$ cat src/common/pad_cell_map.vh
// Named constants for the configurable pad cell.
`ifndef PAD_CELL_MAP_VH
`define PAD_CELL_MAP_VH

// ****************************************************************
// Output enable modes
// ****************************************************************
`define OE_MODE_OFF         2'h0
`define OE_MODE_ON          2'h1
`define OE_MODE_CTRL        2'h2

// ****************************************************************
// Configuration reset values (blank device)
// ****************************************************************
`define RST_PULLUP          1'h1
`define RST_OE_MODE         2'h0
`define RST_FLAG            1'h0
`define RST_RESET_N         1'h1

// ****************************************************************
// Soft startup timing
// ****************************************************************
`define SOFT_HOLD_NS        200
`define CORE_CLK_MHZ        25
`define NS_PER_US           1000
`define SOFT_CNT_W          4

`endif

$ cat src/logic/pad_cell.v
// Configurable pad cell sitting between a package pin and the routing fabric.
//
// What this block does
// (RULE1) Two shared clock lines per edge, polarity programmed per line.
// (RULE2) Rising-edge line makes latches low-transparent; falling makes them high-transparent.
// (RULE3) Buffered pin feeds an input element configured as flip-flop or latch.
// (RULE4) All storage cleared during configuration or while chip reset is low.
// (RULE5) Raw pin value and stored value both go to the routing together.
// (RULE6) Pull-up only on a pin used as input, never on an output.
// (RULE7) Pull-up enabled by default so open inputs sit high.
// (RULE8) Output data comes from drv_val, direct or through the output register.
// (RULE9) One configuration bit optionally inverts the output data.
// (RULE10) Buffer forced on, forced off, or controlled by hiz_req (high floats).
// (RULE11) Extra bit inverts tri-state sense into an active-high output enable.
// (RULE12) Output register is rising-edge, clocked by either invertible edge line.
// (RULE13) Fabric ties data and tri-state together to get an open-drain pin.
// (RULE14) Each output selects fast or slew-limited transitions.
// (RULE15) First output enabling after configuration is slew-limited, then per setting.
// (RULE16) Fabric adds an inverter when one line drives both flip-flops and latches.
// (RULE17) Configuration bits stay constant in user mode, changing only on reconfiguration.
`timescale 1ns/10ps
`include "pad_cell_map.vh"
`default_nettype none

module pad_cell #(
    parameter SOFT_HOLD_NS = `SOFT_HOLD_NS
) (
    input  wire       core_clk,
    input  wire       rst,
    input  wire       chip_reset_n,
    input  wire       config_busy,
    input  wire       edge_clk_a,
    input  wire       edge_clk_b,
    input  wire       cfg_clk_inv_a,
    input  wire       cfg_clk_inv_b,
    input  wire       cfg_in_clk_sel,
    input  wire       cfg_in_latch,
    input  wire       cfg_out_clk_sel,
    input  wire       cfg_out_reg,
    input  wire       cfg_out_inv,
    input  wire [1:0] cfg_oe_mode,
    input  wire       cfg_oe_inv,
    input  wire       cfg_fast_slew,
    input  wire       cfg_pullup,
    input  wire       pad_in,
    input  wire       drv_val,
    input  wire       hiz_req,
    output reg        pad_out,
    output reg        pad_oe,
    output reg        pad_pullup,
    output reg        pad_slow,
    output reg        pad_raw,
    output reg        pad_sampled
);

    // Cycles the soft startup keeps the slow edge after the first enable.
    localparam SOFT_CYC_RAW = (SOFT_HOLD_NS * `CORE_CLK_MHZ + `NS_PER_US - 1) / `NS_PER_US;
    localparam SOFT_CYC     = (SOFT_CYC_RAW < 1) ? 1 : SOFT_CYC_RAW;
    // The count is cut to the counter width on purpose; the default needs three bits.
    localparam [31:0] SOFT_LAST_W = SOFT_CYC - 1;
    localparam [`SOFT_CNT_W-1:0] SOFT_LAST = SOFT_LAST_W[`SOFT_CNT_W-1:0];
    localparam NSYNC = 4;
    localparam [NSYNC-1:0] SYNC_INIT = {`RST_FLAG, `RST_FLAG, `RST_RESET_N, `RST_FLAG};

    // Soft startup states.
    localparam [1:0] ST_CONFIG = 2'h0;
    localparam [1:0] ST_WAIT   = 2'h1;
    localparam [1:0] ST_HOLD   = 2'h2;
    localparam [1:0] ST_USER   = 2'h3;

    // ****************************************************************
    // Pin synchronisers
    // ****************************************************************
    // Index 0 pad, 1 chip reset, 2 edge line a, 3 edge line b.
    wire [NSYNC-1:0] sync_raw = {edge_clk_b, edge_clk_a, chip_reset_n, pad_in};
    reg  [NSYNC-1:0] sync1_q;
    reg  [NSYNC-1:0] sync2_q;
    reg  [NSYNC-1:0] sync3_q;
    reg  [NSYNC-1:0] stable_q;

    genvar gi;
    generate
        for (gi = 0; gi < NSYNC; gi = gi + 1) begin : g_sync
            // A change is accepted only once stages two and three agree, which filters runts.
            always @(posedge core_clk) begin
                if (rst) begin
                    sync1_q[gi]  <= SYNC_INIT[gi];
                    sync2_q[gi]  <= SYNC_INIT[gi];
                    sync3_q[gi]  <= SYNC_INIT[gi];
                    stable_q[gi] <= SYNC_INIT[gi];
                end else begin
                    sync1_q[gi] <= sync_raw[gi];
                    sync2_q[gi] <= sync1_q[gi];
                    sync3_q[gi] <= sync2_q[gi];
                    if (sync2_q[gi] == sync3_q[gi]) begin
                        stable_q[gi] <= sync3_q[gi];
                    end
                end
            end
        end
    endgenerate

    // ****************************************************************
    // Configuration store
    // ****************************************************************
    reg       clk_inv_a_q;
    reg       clk_inv_b_q;
    reg       in_clk_sel_q;
    reg       in_latch_q;
    reg       out_clk_sel_q;
    reg       out_reg_q;
    reg       out_inv_q;
    reg [1:0] oe_mode_q;
    reg       oe_inv_q;
    reg       fast_slew_q;
    reg       pullup_q;

    // Option bits load only while configuring, so user-mode wiggles on the ports do nothing.
    always @(posedge core_clk) begin
        if (rst) begin
            clk_inv_a_q   <= `RST_FLAG;
            clk_inv_b_q   <= `RST_FLAG;
            in_clk_sel_q  <= `RST_FLAG;
            in_latch_q    <= `RST_FLAG;
            out_clk_sel_q <= `RST_FLAG;
            out_reg_q     <= `RST_FLAG;
            out_inv_q     <= `RST_FLAG;
            oe_mode_q     <= `RST_OE_MODE;
            oe_inv_q      <= `RST_FLAG;
            fast_slew_q   <= `RST_FLAG;
            pullup_q      <= `RST_PULLUP;                    // see RULE7
        end else if (config_busy) begin                      // see RULE17
            clk_inv_a_q   <= cfg_clk_inv_a;
            clk_inv_b_q   <= cfg_clk_inv_b;
            in_clk_sel_q  <= cfg_in_clk_sel;
            in_latch_q    <= cfg_in_latch;
            out_clk_sel_q <= cfg_out_clk_sel;
            out_reg_q     <= cfg_out_reg;
            out_inv_q     <= cfg_out_inv;
            oe_mode_q     <= cfg_oe_mode;
            oe_inv_q      <= cfg_oe_inv;
            fast_slew_q   <= cfg_fast_slew;
            pullup_q      <= cfg_pullup;
        end
    end

    // ****************************************************************
    // Edge clock lines
    // ****************************************************************
    // Polarity is applied once per line, so every element on a line sees the same sense.
    wire line_a = stable_q[2] ^ clk_inv_a_q;                 // see RULE1
    wire line_b = stable_q[3] ^ clk_inv_b_q;                 // see RULE1
    reg  line_a_prev_q;
    reg  line_b_prev_q;

    // Previous line levels give the rising-edge events.
    always @(posedge core_clk) begin
        if (rst) begin
            line_a_prev_q <= `RST_FLAG;
            line_b_prev_q <= `RST_FLAG;
        end else begin
            line_a_prev_q <= line_a;
            line_b_prev_q <= line_b;
        end
    end

    wire rise_a  = line_a & ~line_a_prev_q;
    wire rise_b  = line_b & ~line_b_prev_q;
    wire in_line = in_clk_sel_q ? line_b : line_a;
    wire in_rise = in_clk_sel_q ? rise_b : rise_a;
    wire out_rise = out_clk_sel_q ? rise_b : rise_a;          // see RULE12

    // Storage is cleared for the whole configuration and for a low chip reset.
    wire store_clr = config_busy | ~stable_q[1];              // see RULE4

    // ****************************************************************
    // Input storage element and output register
    // ****************************************************************
    reg in_store_q;
    reg out_store_q;

    // The latch is transparent while its line is low, the mirror of a rising-edge flop.
    always @(posedge core_clk) begin
        if (rst || store_clr) begin                           // see RULE4
            in_store_q  <= `RST_FLAG;
            out_store_q <= `RST_FLAG;
        end else begin
            if (in_latch_q ? ~in_line : in_rise) begin        // see RULE2 see RULE3
                in_store_q <= stable_q[0];
            end
            if (out_rise) begin                               // see RULE12
                out_store_q <= drv_val;
            end
        end
    end

    // ****************************************************************
    // Output path
    // ****************************************************************
    reg out_d;
    reg oe_d;

    // Data select and inversion, then the enable decode.
    always @* begin
        out_d = (out_reg_q ? out_store_q : drv_val) ^ out_inv_q;   // see RULE8 see RULE9
        case (oe_mode_q)
            `OE_MODE_OFF:  oe_d = 1'b0;                       // see RULE10
            `OE_MODE_ON:   oe_d = 1'b1;                       // see RULE10
            `OE_MODE_CTRL: oe_d = ~(hiz_req ^ oe_inv_q);      // see RULE10 see RULE11
            default:       oe_d = 1'b0;
        endcase
        // The pins stay floating while the device is configuring.
        if (config_busy) begin
            oe_d = 1'b0;
        end
    end

    // ****************************************************************
    // Soft startup
    // ****************************************************************
    reg [1:0]            soft_st_q;
    reg [`SOFT_CNT_W-1:0] soft_cnt_q;

    // The slow edge is held through the first enable so all pins do not slam at once.
    always @(posedge core_clk) begin
        if (rst || config_busy) begin
            soft_st_q  <= ST_CONFIG;
            soft_cnt_q <= {`SOFT_CNT_W{1'b0}};
        end else begin
            case (soft_st_q)
                ST_CONFIG: begin
                    soft_st_q <= ST_WAIT;
                end
                ST_WAIT: begin
                    if (oe_d) begin                           // see RULE15
                        soft_st_q <= ST_HOLD;
                    end
                end
                ST_HOLD: begin
                    if (soft_cnt_q == SOFT_LAST) begin
                        soft_st_q <= ST_USER;
                    end else begin
                        soft_cnt_q <= soft_cnt_q + 1'b1;
                    end
                end
                ST_USER: begin
                    soft_st_q <= ST_USER;
                end
                default: begin
                    soft_st_q <= ST_CONFIG;
                end
            endcase
        end
    end

    // ****************************************************************
    // Registered pin and fabric outputs
    // ****************************************************************
    // Every output is a flop, which costs one cycle of latency on each path.
    always @(posedge core_clk) begin
        if (rst) begin
            pad_out     <= `RST_FLAG;
            pad_oe      <= `RST_FLAG;
            pad_pullup  <= `RST_PULLUP;                       // see RULE7
            pad_slow    <= 1'b1;
            pad_raw     <= `RST_FLAG;
            pad_sampled <= `RST_FLAG;
        end else begin
            pad_out     <= out_d;
            pad_oe      <= oe_d;
            pad_pullup  <= pullup_q & (oe_mode_q == `OE_MODE_OFF);    // see RULE6
            pad_slow    <= ~fast_slew_q | (soft_st_q != ST_USER);     // see RULE14 see RULE15
            pad_raw     <= stable_q[0];                       // see RULE5
            pad_sampled <= in_store_q;                        // see RULE5
        end
    end

endmodule // pad_cell

`default_nettype wire

$ cat config.mk
export PLATFORM = sky130hd
export DESIGN_NAME = pad_cell
export DESIGN_NICKNAME = d
export VERILOG_FILES = /design/src/logic/pad_cell.v
export VERILOG_INCLUDE_DIRS = /design/src /design/src/common
export SDC_FILE = /design/constraint.sdc
export NUM_CORES = 1
export LEC_CHECK = 0
export BUFFER_PORTS_ARGS = -buffer_cell sky130_fd_sc_hd__clkbuf_2
export CAP_MARGIN = 20
export CORE_MARGIN = 5
export CORE_UTILIZATION = 34
export CTS_BUF_LIST = sky130_fd_sc_hd__clkbuf_4
export CTS_CLUSTER_DIAMETER = 200
export DETAILED_ROUTE_END_ITERATION = 6
export GPL_TIMING_DRIVEN = 0
export PLACE_DENSITY = 0.63
export SLEW_MARGIN = 0
export SYNTH_ARGS = -nofsm -noshare
export SYNTH_HDL_FRONTEND = slang
export SYNTH_SLANG_ARGS = --single-unit
$ cat constraint.sdc
create_clock -name core_clk -period 1.79 [get_ports core_clk]
set_input_delay 0.537 -clock core_clk [delete_from_list [all_inputs] [get_ports core_clk]]
set_output_delay 0.537 -clock core_clk [all_outputs]
set_load 0.02 [all_outputs]
==> metrics.txt, run 1 <==
outcome=finished clean; die area=just over 6000 sq um; mapped cell area=between 1500 and 2000 sq um; Net Sw Frac=approximately a fifth; clk_lat worst skew=~0.36 ns; Die X=78.20 um; Data arrival, critical path=roughly 1.7 ns; vias in the first global route=between 1k and 1.5k; Initial DRC Count=16; reg2reg end=in_store_q; Pre-Repair DR Iteration Count=4; class of the most critical setup path=flip-flop to flip-flop; global-route wire length before repair=between 4000 and 5000 um; Ant. Diodes=0; Max Slew Vio Count=0; Final Wtd Congestion=~0.71; Ports=27; Comb pwr share=between 6 and 7%; Via density=4.523; core area=about 4400 sq um; layout cells sized above 1=21.08%; fin crit share=79.91%; VDD IR max=between 0.0003 and 0.0004 V; syn nets=between 150 and 200; sw power=a little over 400 uW; hold_buf cts=0; die height=78.20 um; # port buffers=25; Total GRT Usage=10.12%; Max Cap Violations=0; Final Util=between 40% and 50%; drt wl/cell=11.58 um; largest net degree at the start of global routing=15; H-tree depth=2; Layout Cells excl Fill=237; post-synthesis register bit count=44; Mapped Cells=~150; Via Count=1072; TritonCTS buffer count=5; Worst setup EP type=flip-flop; RSZ-0062 raised after global routing=false; Finish-stage setup viols=0; Synth Area per Inst=roughly 10 sq um; Int Pwr=around 1700 uW; Clk pin slew, worst setup/hold paths=0.13 ns; worst-case reg-to-reg path depth=4; Peak Freq=between 600 and 700 MHz; CP Capture Point=in_store_q; initial antenna violation count=0; Worst Skew=~0.0046 ns; setup slack after layout=roughly 0.36 ns; Final min period=~1.4 ns; Layout Nets=210; Clock Power Share=between 40 and 50%; total gr overflow=0; DR DRC count=0; CP Data Required Time=a little over 2 ns; clk root buf=clkbuf_4; Met3 Wirelength=about 140 um; pwr dens=between 1000 and 1500 nW/um^2; R2R setup slack=between 0.3 and 0.4 ns; CTS tree=built; M1 WL=about 1200 um; Pleak=between 0.0008 and 0.0009 uW; clk buf depth=2; placed cells=about 230; Slew HR=between 60 and 70%; Unique masters post-synth=28; Post-CTS Resized=0; area grow syn2layout=20.09%; crit path max fanout=4; Post-CTS Setup Bufs=0; top sig layer=met4; final hold viol count=0; Initial Util=35.59%; Total Routed Length=roughly 2700 um; CTS Sinks=between 40 and 50; setup_tns=0 ns; Seq/Total Area, Yosys=~56%; Synth Warn #=0; DP HPWL=2006 um; register share of total power=between 50% and 60%; Tightest Hold Check Type=input pin to flip-flop; met2 WL post-DR=about 1200 um; num rows=24; Worst Max-Slew Pin Slew=0.5221 ns; worst hold slack=about 0.34 ns; pre-CTS setup slack=0.03693 ns; first element of the critical path=stable_q[3]; antenna-violating nets left=0; critical path launch point type=flip-flop; r2r startpoint=stable_q[3]
==> state kept, by name (all words and copies together), names as in the netlist, 2 cells and up <==
register and cells:
soft_cnt_q 4, soft_st_q 2, stable_q 4, sync1_q 4, sync3_q 4, oe_mode_q 2
sync2_q 4
==> power by group through the flow <==
stage,logic [uW],registers [uW],clock network (uW)
2_1_floorplan,83.5,1060,0
3_3_place_gp,131,1050,0
3_5_place_dp,133,1050,0
4_1_cts,134,1030,922
5_1_grt,149,1040,957
6_report,130,1030,901
==> cells in the mapped netlist <==
cell type  number  area (sq um)
nor3_1          4         20.02
mux2i_1        15         150.1
xnor2_1         4         35.03
nor2_1         21         78.83
xor2_1          3         26.28
nand2_1         7         26.28
dfxtp_1        44         880.8
and3_1          1         6.260
o21ai_0         3         15.01
nand3_1         4         20.02
o311a_1         1         10.01
nand2b_1        1         6.260
nand4b_1        1         8.760
inv_1           4         15.01
a211o_1         1         8.760
a21oi_1         5         25.02
buf_1           1         3.750
buf_2           2         10.01
ha_1            5         62.56
a21o_1          1         7.510
o32ai_1         1         8.760
or2_2           3         18.77
o21bai_1        1         7.510
nand3b_1        1         7.510
o21a_1          1         7.510
mux4_2          1         22.52
nor2b_1        13         81.33
clkbuf_1        3         11.26
==> cells by family after synthesis <==
kind of cell               Yosys count  synth area share (%)
AOI/OAI and AO/OA                   14                 5.696
xor gates and xnor gates             7                 3.877
adders and majority gates            5                 3.956
buffers and inverters               10                 2.531
DFF                                 44                 55.70
muxes                               16                 10.92
and+or+nand+nor                     56                 17.33
==> worst max-delay path: stages, from the launching register on <==
cell and delay (ns):
dfxtp_1 0.36, xnor2_1 0.30, nor2_1 0.07, mux4_2 0.48, mux2i_1 0.13
==> area by class of cell <==
type	instances	area, sq um
plain buffers	6	25.02
well taps	52	65.06
multi-input cells	98	660.6
inverters	4	15.01
clock buffers	5	37.54
clock inverters	3	90.09
repair buffers	25	125.1
flip-flops and latches	44	880.8
fillers	462	2545
==> stage by stage <==
step | total power, uW | instance area [sq um]
6_report | 2063 | 1899
2_1_floorplan | 1139 | 1582
5_1_grt | 2143 | 1899
3_3_place_gp | 1185 | 1772
4_1_cts | 2089 | 1899
3_5_place_dp | 1188 | 1772
==> worst min-delay path by stage <==
stage                      start    endpoint  cells past startpoint
finish              chip_reset_n  sync1_q[1]                      2
CTS                 chip_reset_n  sync1_q[1]                      2
global route        chip_reset_n  sync1_q[1]                      2
global placement      sync1_q[1]  sync2_q[1]                      1
floorplan            fast_slew_q    pad_slow                      1
detailed placement    sync1_q[1]  sync2_q[1]                      1
==> cell usage in the layout (no fill, tap or decap), types with 2 or more instances in the layout <==
cell type	Yosys	final
nand2_1	7	7
clkbuf_2	0	25
o21ai_0	3	3
ha_1	5	5
xor2_1	3	3
clkbuf_4	0	5
nor2_1	21	21
buf_2	2	2
bufinv_16	0	3
dfxtp_1	44	44
xnor2_1	4	4
nor3_1	4	4
clkbuf_1	3	3
inv_1	4	4
a21oi_1	5	5
nand3_1	4	4
or2_2	3	3
nor2b_1	13	13
mux2i_1	15	15
==> routing by layer <==
layer  up-vias  GRT usage [%]
met1       481          10.52
li1        565              -
met5         -              0
met4         0          8.392
met2        18          16.78
met3         8          3.089
No activity file was read; power rests on OpenSTA's default activity.
==> run 2, diff against run 1 <==
PLACE_DENSITY = 0.65   (was 0.63)
clock period = 1.3 ns   (was 1.79 ns; I/O delays follow)
==> metrics.txt, run 2 (synthesis gave the netlist of run 1 again) <==
Pre-Repair DR Iteration Count=4; drt wl/cell=between 10 and 15 um; CP Capture Point=in_store_q; RSZ-0062 raised after global routing=true; Max Slew Vio Count=0; Initial Util=between 30 and 40%; pre-CTS setup slack=-0.3344 ns; total gr overflow=0; Via Count=around 1.1k; failing checks=negative setup slack; total power=2276 uW; TritonCTS buffer count=5; reg2reg end=in_store_q; vias in the first global route=around 1.1k; Max Cap Violations=0; VDD IR max=~0.00044 V; Ant. Diodes=0; Fill cells=442; Finish-stage setup viols=1; H-tree depth=2; Final Wtd Congestion=0.7241; Worst setup EP type=flip-flop; Tightest Hold Check Type=input pin to flip-flop; r2r startpoint=stable_q[3]; antenna-violating nets left=0; Seq. cell area=around 890 sq um; DR DRC count=0; Slew HR=between 60% and 70%; Initial DRC Count=between 60 and 70; first element of the critical path=stable_q[3]; DP HPWL=around 2000 um; CTS Sinks=44; global-route wire length before repair=between 4000 and 5000 um; met2 GRT Util=between 10% and 20%; Via density=between 4 and 5; initial antenna violation count=0; crit-path max cell delay=0.47 ns; class of the most critical setup path=flip-flop to flip-flop; most common cell after layout, fill and taps aside=dfxtp_1; Ports=27; final hold viol count=0; clk buf depth=2; Worst Skew=~0.017 ns; Slowest-stage cell, CP=mux4_2; setup slack after layout=-0.02006 ns; GR Util met1=11.61%; Data arrival, critical path=1.56 ns; core area=~4400 sq um; hold_buf cts=0; num rows=24; fin crit share=101.5%; Peak Freq=757.5 MHz; setup_tns=-0.02006 ns; Clk pin slew, worst setup/hold paths=0.13 ns; hold wc startpoint=chip_reset_n; largest net degree at the start of global routing=14; Multi-input gate area=roughly 690 sq um; Total GRT Usage=approximately a tenth; outcome=finished with violations; Pleak=roughly 0.00082 uW; Final min period=1.320 ns; die height=around 80 um; pwr dens=about 1200 nW/um^2; # port buffers=25; area grow syn2layout=20.96%; layout cells sized above 1=30.37%; CTS tree=built; Worst Max-Slew Pin Slew=0.5068 ns; most frequent cells in the layout=dfxtp_1, clkbuf_2, nor2_1; clk root buf=clkbuf_4; crit path max fanout=4; CP Data Required Time=1.54 ns; Die X=~80 um; GRT busiest layer=met2; clk_lat worst skew=0.34 ns; Total Routed Length=about 2700 um; met3 Usage GRT=roughly 2.7%; critical path launch point type=flip-flop; critical path, cell by cell=xnor2_2, nor2_1, mux4_2, mux2i_1; R2R setup slack=-0.02 ns; die area=a little over 6000 sq um; Layout Nets=about 220; worst-case reg-to-reg path depth=4
-- run 2: cell types whose count changed in the layout (fill, tap and decap cells not counted), moves of 2 or more --
cell       before  now
bufinv_16       3    0
xnor2_1         4    1
inv_2           0    2
xnor2_2         0    3
buf_4           0    6
dfxtp_1        44   39
clkbuf_4        5    7
dfxtp_2         0    5
inv_1           4    2
-- run 2: power by group --
| part | internal, uW | leakage (uW) | total [uW] | switching (uW) |
|---|---|---|---|---|
| sequential | 1400 | 0.000363 | 1420 | 25.3 |
| combinational | 95.6 | 0.000425 | 187 | 91.6 |
| clock | 260 | 0.0000363 | 666 | 406 |
| total | 1750 | 0.000824 | 2280 | 523 |
-- run 2: cell type report --
| cell class | instances | share of cell area (%) |
|---|---|---|
| flip-flops and latches | 44 | 46.37 |
| multi-input cells | 98 | 35.97 |
| repair buffers | 31 | 8.895 |
| well taps | 52 | 3.401 |
| clock buffers | 7 | 2.747 |
| plain buffers | 6 | 1.373 |
| inverters | 4 | 0.7848 |
| clock inverters | 1 | 0.4578 |
-- run 2: worst min-delay path by stage --
stage,to,slack [ns],depth (start not counted)
6_report,sync1_q[1],0.22,2
3_3_place_gp,sync2_q[1],0.39,1
2_1_floorplan,pad_slow,0.38,1
3_5_place_dp,sync2_q[1],0.40,1
5_1_grt,sync1_q[1],0.19,2
4_1_cts,sync1_q[1],0.20,2
-- run 2: metal layers --
metal / vias up / routed length [um]
met5: - / 0
met4: 0 / 0
met3: 0 / 82
met2: 19 / 1305
met1: 490 / 1331
li1: 577 / -
-- run 2: critical path: cells and delay by family (launching register included) --
kind	cells	cell delay (ns)
flip-flops	1	0.36
multiplexers	2	0.60
AND/OR/NAND/NOR	1	0.06
XOR/XNOR	1	0.21
-- run 2: through the flow --
stage	util, %	cells	hold WS (ns)	area (sq um)
3_3_place_gp	39.86	229	0.3924	1772
3_5_place_dp	39.86	229	0.3952	1772
4_1_cts	42.15	240	0.1957	1873
5_1_grt	43.05	243	0.1887	1913
6_report	43.05	243	0.2182	1913
2_1_floorplan	-	152	0.3839	1582
-- run 2: repair_timing --
item	4_1_cts	5_1_grt
resized for setup	4	10
pin swaps	2	7
setup endpoints to repair	1	12
endpoints found under the hold margin	0	0
buffers inserted	3	3
==> run 3, diff against run 2 <==
==> constraint.sdc (replaced) <==
create_clock -name core_clk -period 1.1 [get_ports core_clk]
set_input_delay 0 -clock core_clk [delete_from_list [all_inputs] [get_ports core_clk]]
set_output_delay 0 -clock core_clk [all_outputs]
set_load 0.02 [all_outputs]
==> metrics.txt, run 3 (synthesis gave the netlist of run 1 again) <==
placed inst area=1793 sq um; largest net degree at the start of global routing=14; worst-case reg-to-reg path depth=4; Worst Hold Path Cells=3; Pre-Repair DR Iteration Count=2; critical path launch point type=flip-flop; initial antenna violation count=0; Ports=27; clk buf depth=2; clk root buf=clkbuf_4; Initial Util=between 30% and 40%; Slew HR=~64%; Finish-stage setup viols=7; failing checks=negative setup slack; area grow syn2layout=39.24%; most common cell after layout, fill and taps aside=dfxtp_1; core area=roughly 4400 sq um; Worst Max-Slew Pin Slew=approximately 0.54 ns; RSZ-0062 raised after global routing=true; final hold viol count=0; Via density=between 4 and 5; num rows=24; TritonCTS buffer count=5; most frequent cells in the layout=dfxtp_1, clkbuf_2, nor2_1; Total GRT Usage=10.46%; Tightest Hold Check Type=input pin to flip-flop; DR DRC count=0; class of the most critical setup path=flip-flop to flip-flop; antenna-violating nets left=0; global-route wire length before repair=just under 5000 um; Worst Skew=~0.0069 ns; M1 WL=between 1000 and 1500 um; H-tree depth=2; fin crit share=119.2%; die height=approximately 78 um; top sig layer=met4; pwr dens=1357 nW/um^2; Layout Nets=between 200 and 250; Die X=between 70 and 80 um; clk_lat worst skew=around 0.35 ns; Total Routed Length=between 2000 and 3000 um; crit path max fanout=4; Final min period=around 1.3 ns; Data arrival, critical path=around 1.6 ns; outcome=finished with violations; Final Wtd Congestion=0.7290; Max Cap Violations=0; vias in the first global route=between 1k and 1.5k; met2 WL post-DR=approximately 1400 um; Ant. Diodes=0; cell area after layout=2202 sq um; total power=2989 uW; drt wl/cell=11.51 um; CP Data Required Time=1.36 ns; Pleak=between 0.0009 and 0.001 uW; Peak Freq=approximately 760 MHz; setup slack after layout=-0.2112 ns; Met3 Wirelength=roughly 160 um; Max Slew Vio Count=0; VDD IR max=about 0.00066 V; Via Count=~1.2k; layout cells sized above 1=32.37%; total gr overflow=0; CTS Sinks=44; Initial DRC Count=45; DP HPWL=just over 2000 um; # port buffers=25; CTS tree=built; pre-CTS setup slack=-0.2294 ns; die area=between 6000 and 7000 sq um; Worst setup EP type=flip-flop; Clk pin slew, worst setup/hold paths=0.13 ns
-- run 3: changes by cell type in the layout (fill, tap and decap cells not counted), sizes merged --
cell         before  now
bufinv            0    1
buf               9    8
clkbuf           35   34
dlygate4sd3       0   17
-- run 3: routing by layer --
metal  vias to the layer above  track usage, %
li1                        611               -
met5                         -               0
met1                       523           12.16
met4                         0           6.294
met2                        19           16.95
met3                         5           3.204
-- run 3: final cells by class --
type / count / area [sq um]
plain buffers: 6 / 25.02
clock buffers: 6 / 45.04
clock inverters: 2 / 35.03
fillers: 427 / 2242
inverters: 4 / 17.52
multi-input cells: 98 / 779.5
flip-flops and latches: 44 / 898.4
well taps: 52 / 65.06
repair buffers: 47 / 336.6
-- run 3: final timing paths --
kind / from / end / slack (ns)
worst max register to register: clk_inv_a_q / in_store_q / -0.21
worst min register to register: fast_slew_q / pad_slow / 0.43
worst max-delay path: clk_inv_a_q / in_store_q / -0.21
worst min-delay path: rst / soft_st_q[1] / 0.01
-- run 3: through the flow --
stage	utilization [%]	std cells	setup TNS [ns]	hold slack, ns
after floorplan	-	152	-0.1589	0.1038
after global placement	40.34	229	-1.295	0.1867
after detailed placement	40.34	229	-1.670	0.1904
after CTS	47.52	259	-0.5382	0.004170
after global routing	49.55	259	-0.8812	0.02261
final	49.55	259	-0.4734	0.01336
-- run 3: worst max-delay path, cell delays in order (launching register included) --
cell and delay (ns):
dfxtp_2 0.37, xnor2_4 0.19, nor2_1 0.05, mux4_2 0.47
mux2i_1 0.13
-- run 3: power breakdown --
part	internal (uW)	leakage, uW	total [uW]	switching [uW]
clock	501	0.0000456	1010	508
combinational	167	0.000505	294	127
sequential	1650	0.000365	1690	37.7
-- run 3: what timing repair did --
item                                    in CTS  in global routing
hold buffers                                17                  0
gates resized for setup                     12                 16
endpoints found under the setup margin       8                  8
buffers inserted                             5                  0
pin swaps                                    4                  4
endpoints found under the hold margin       18                  0
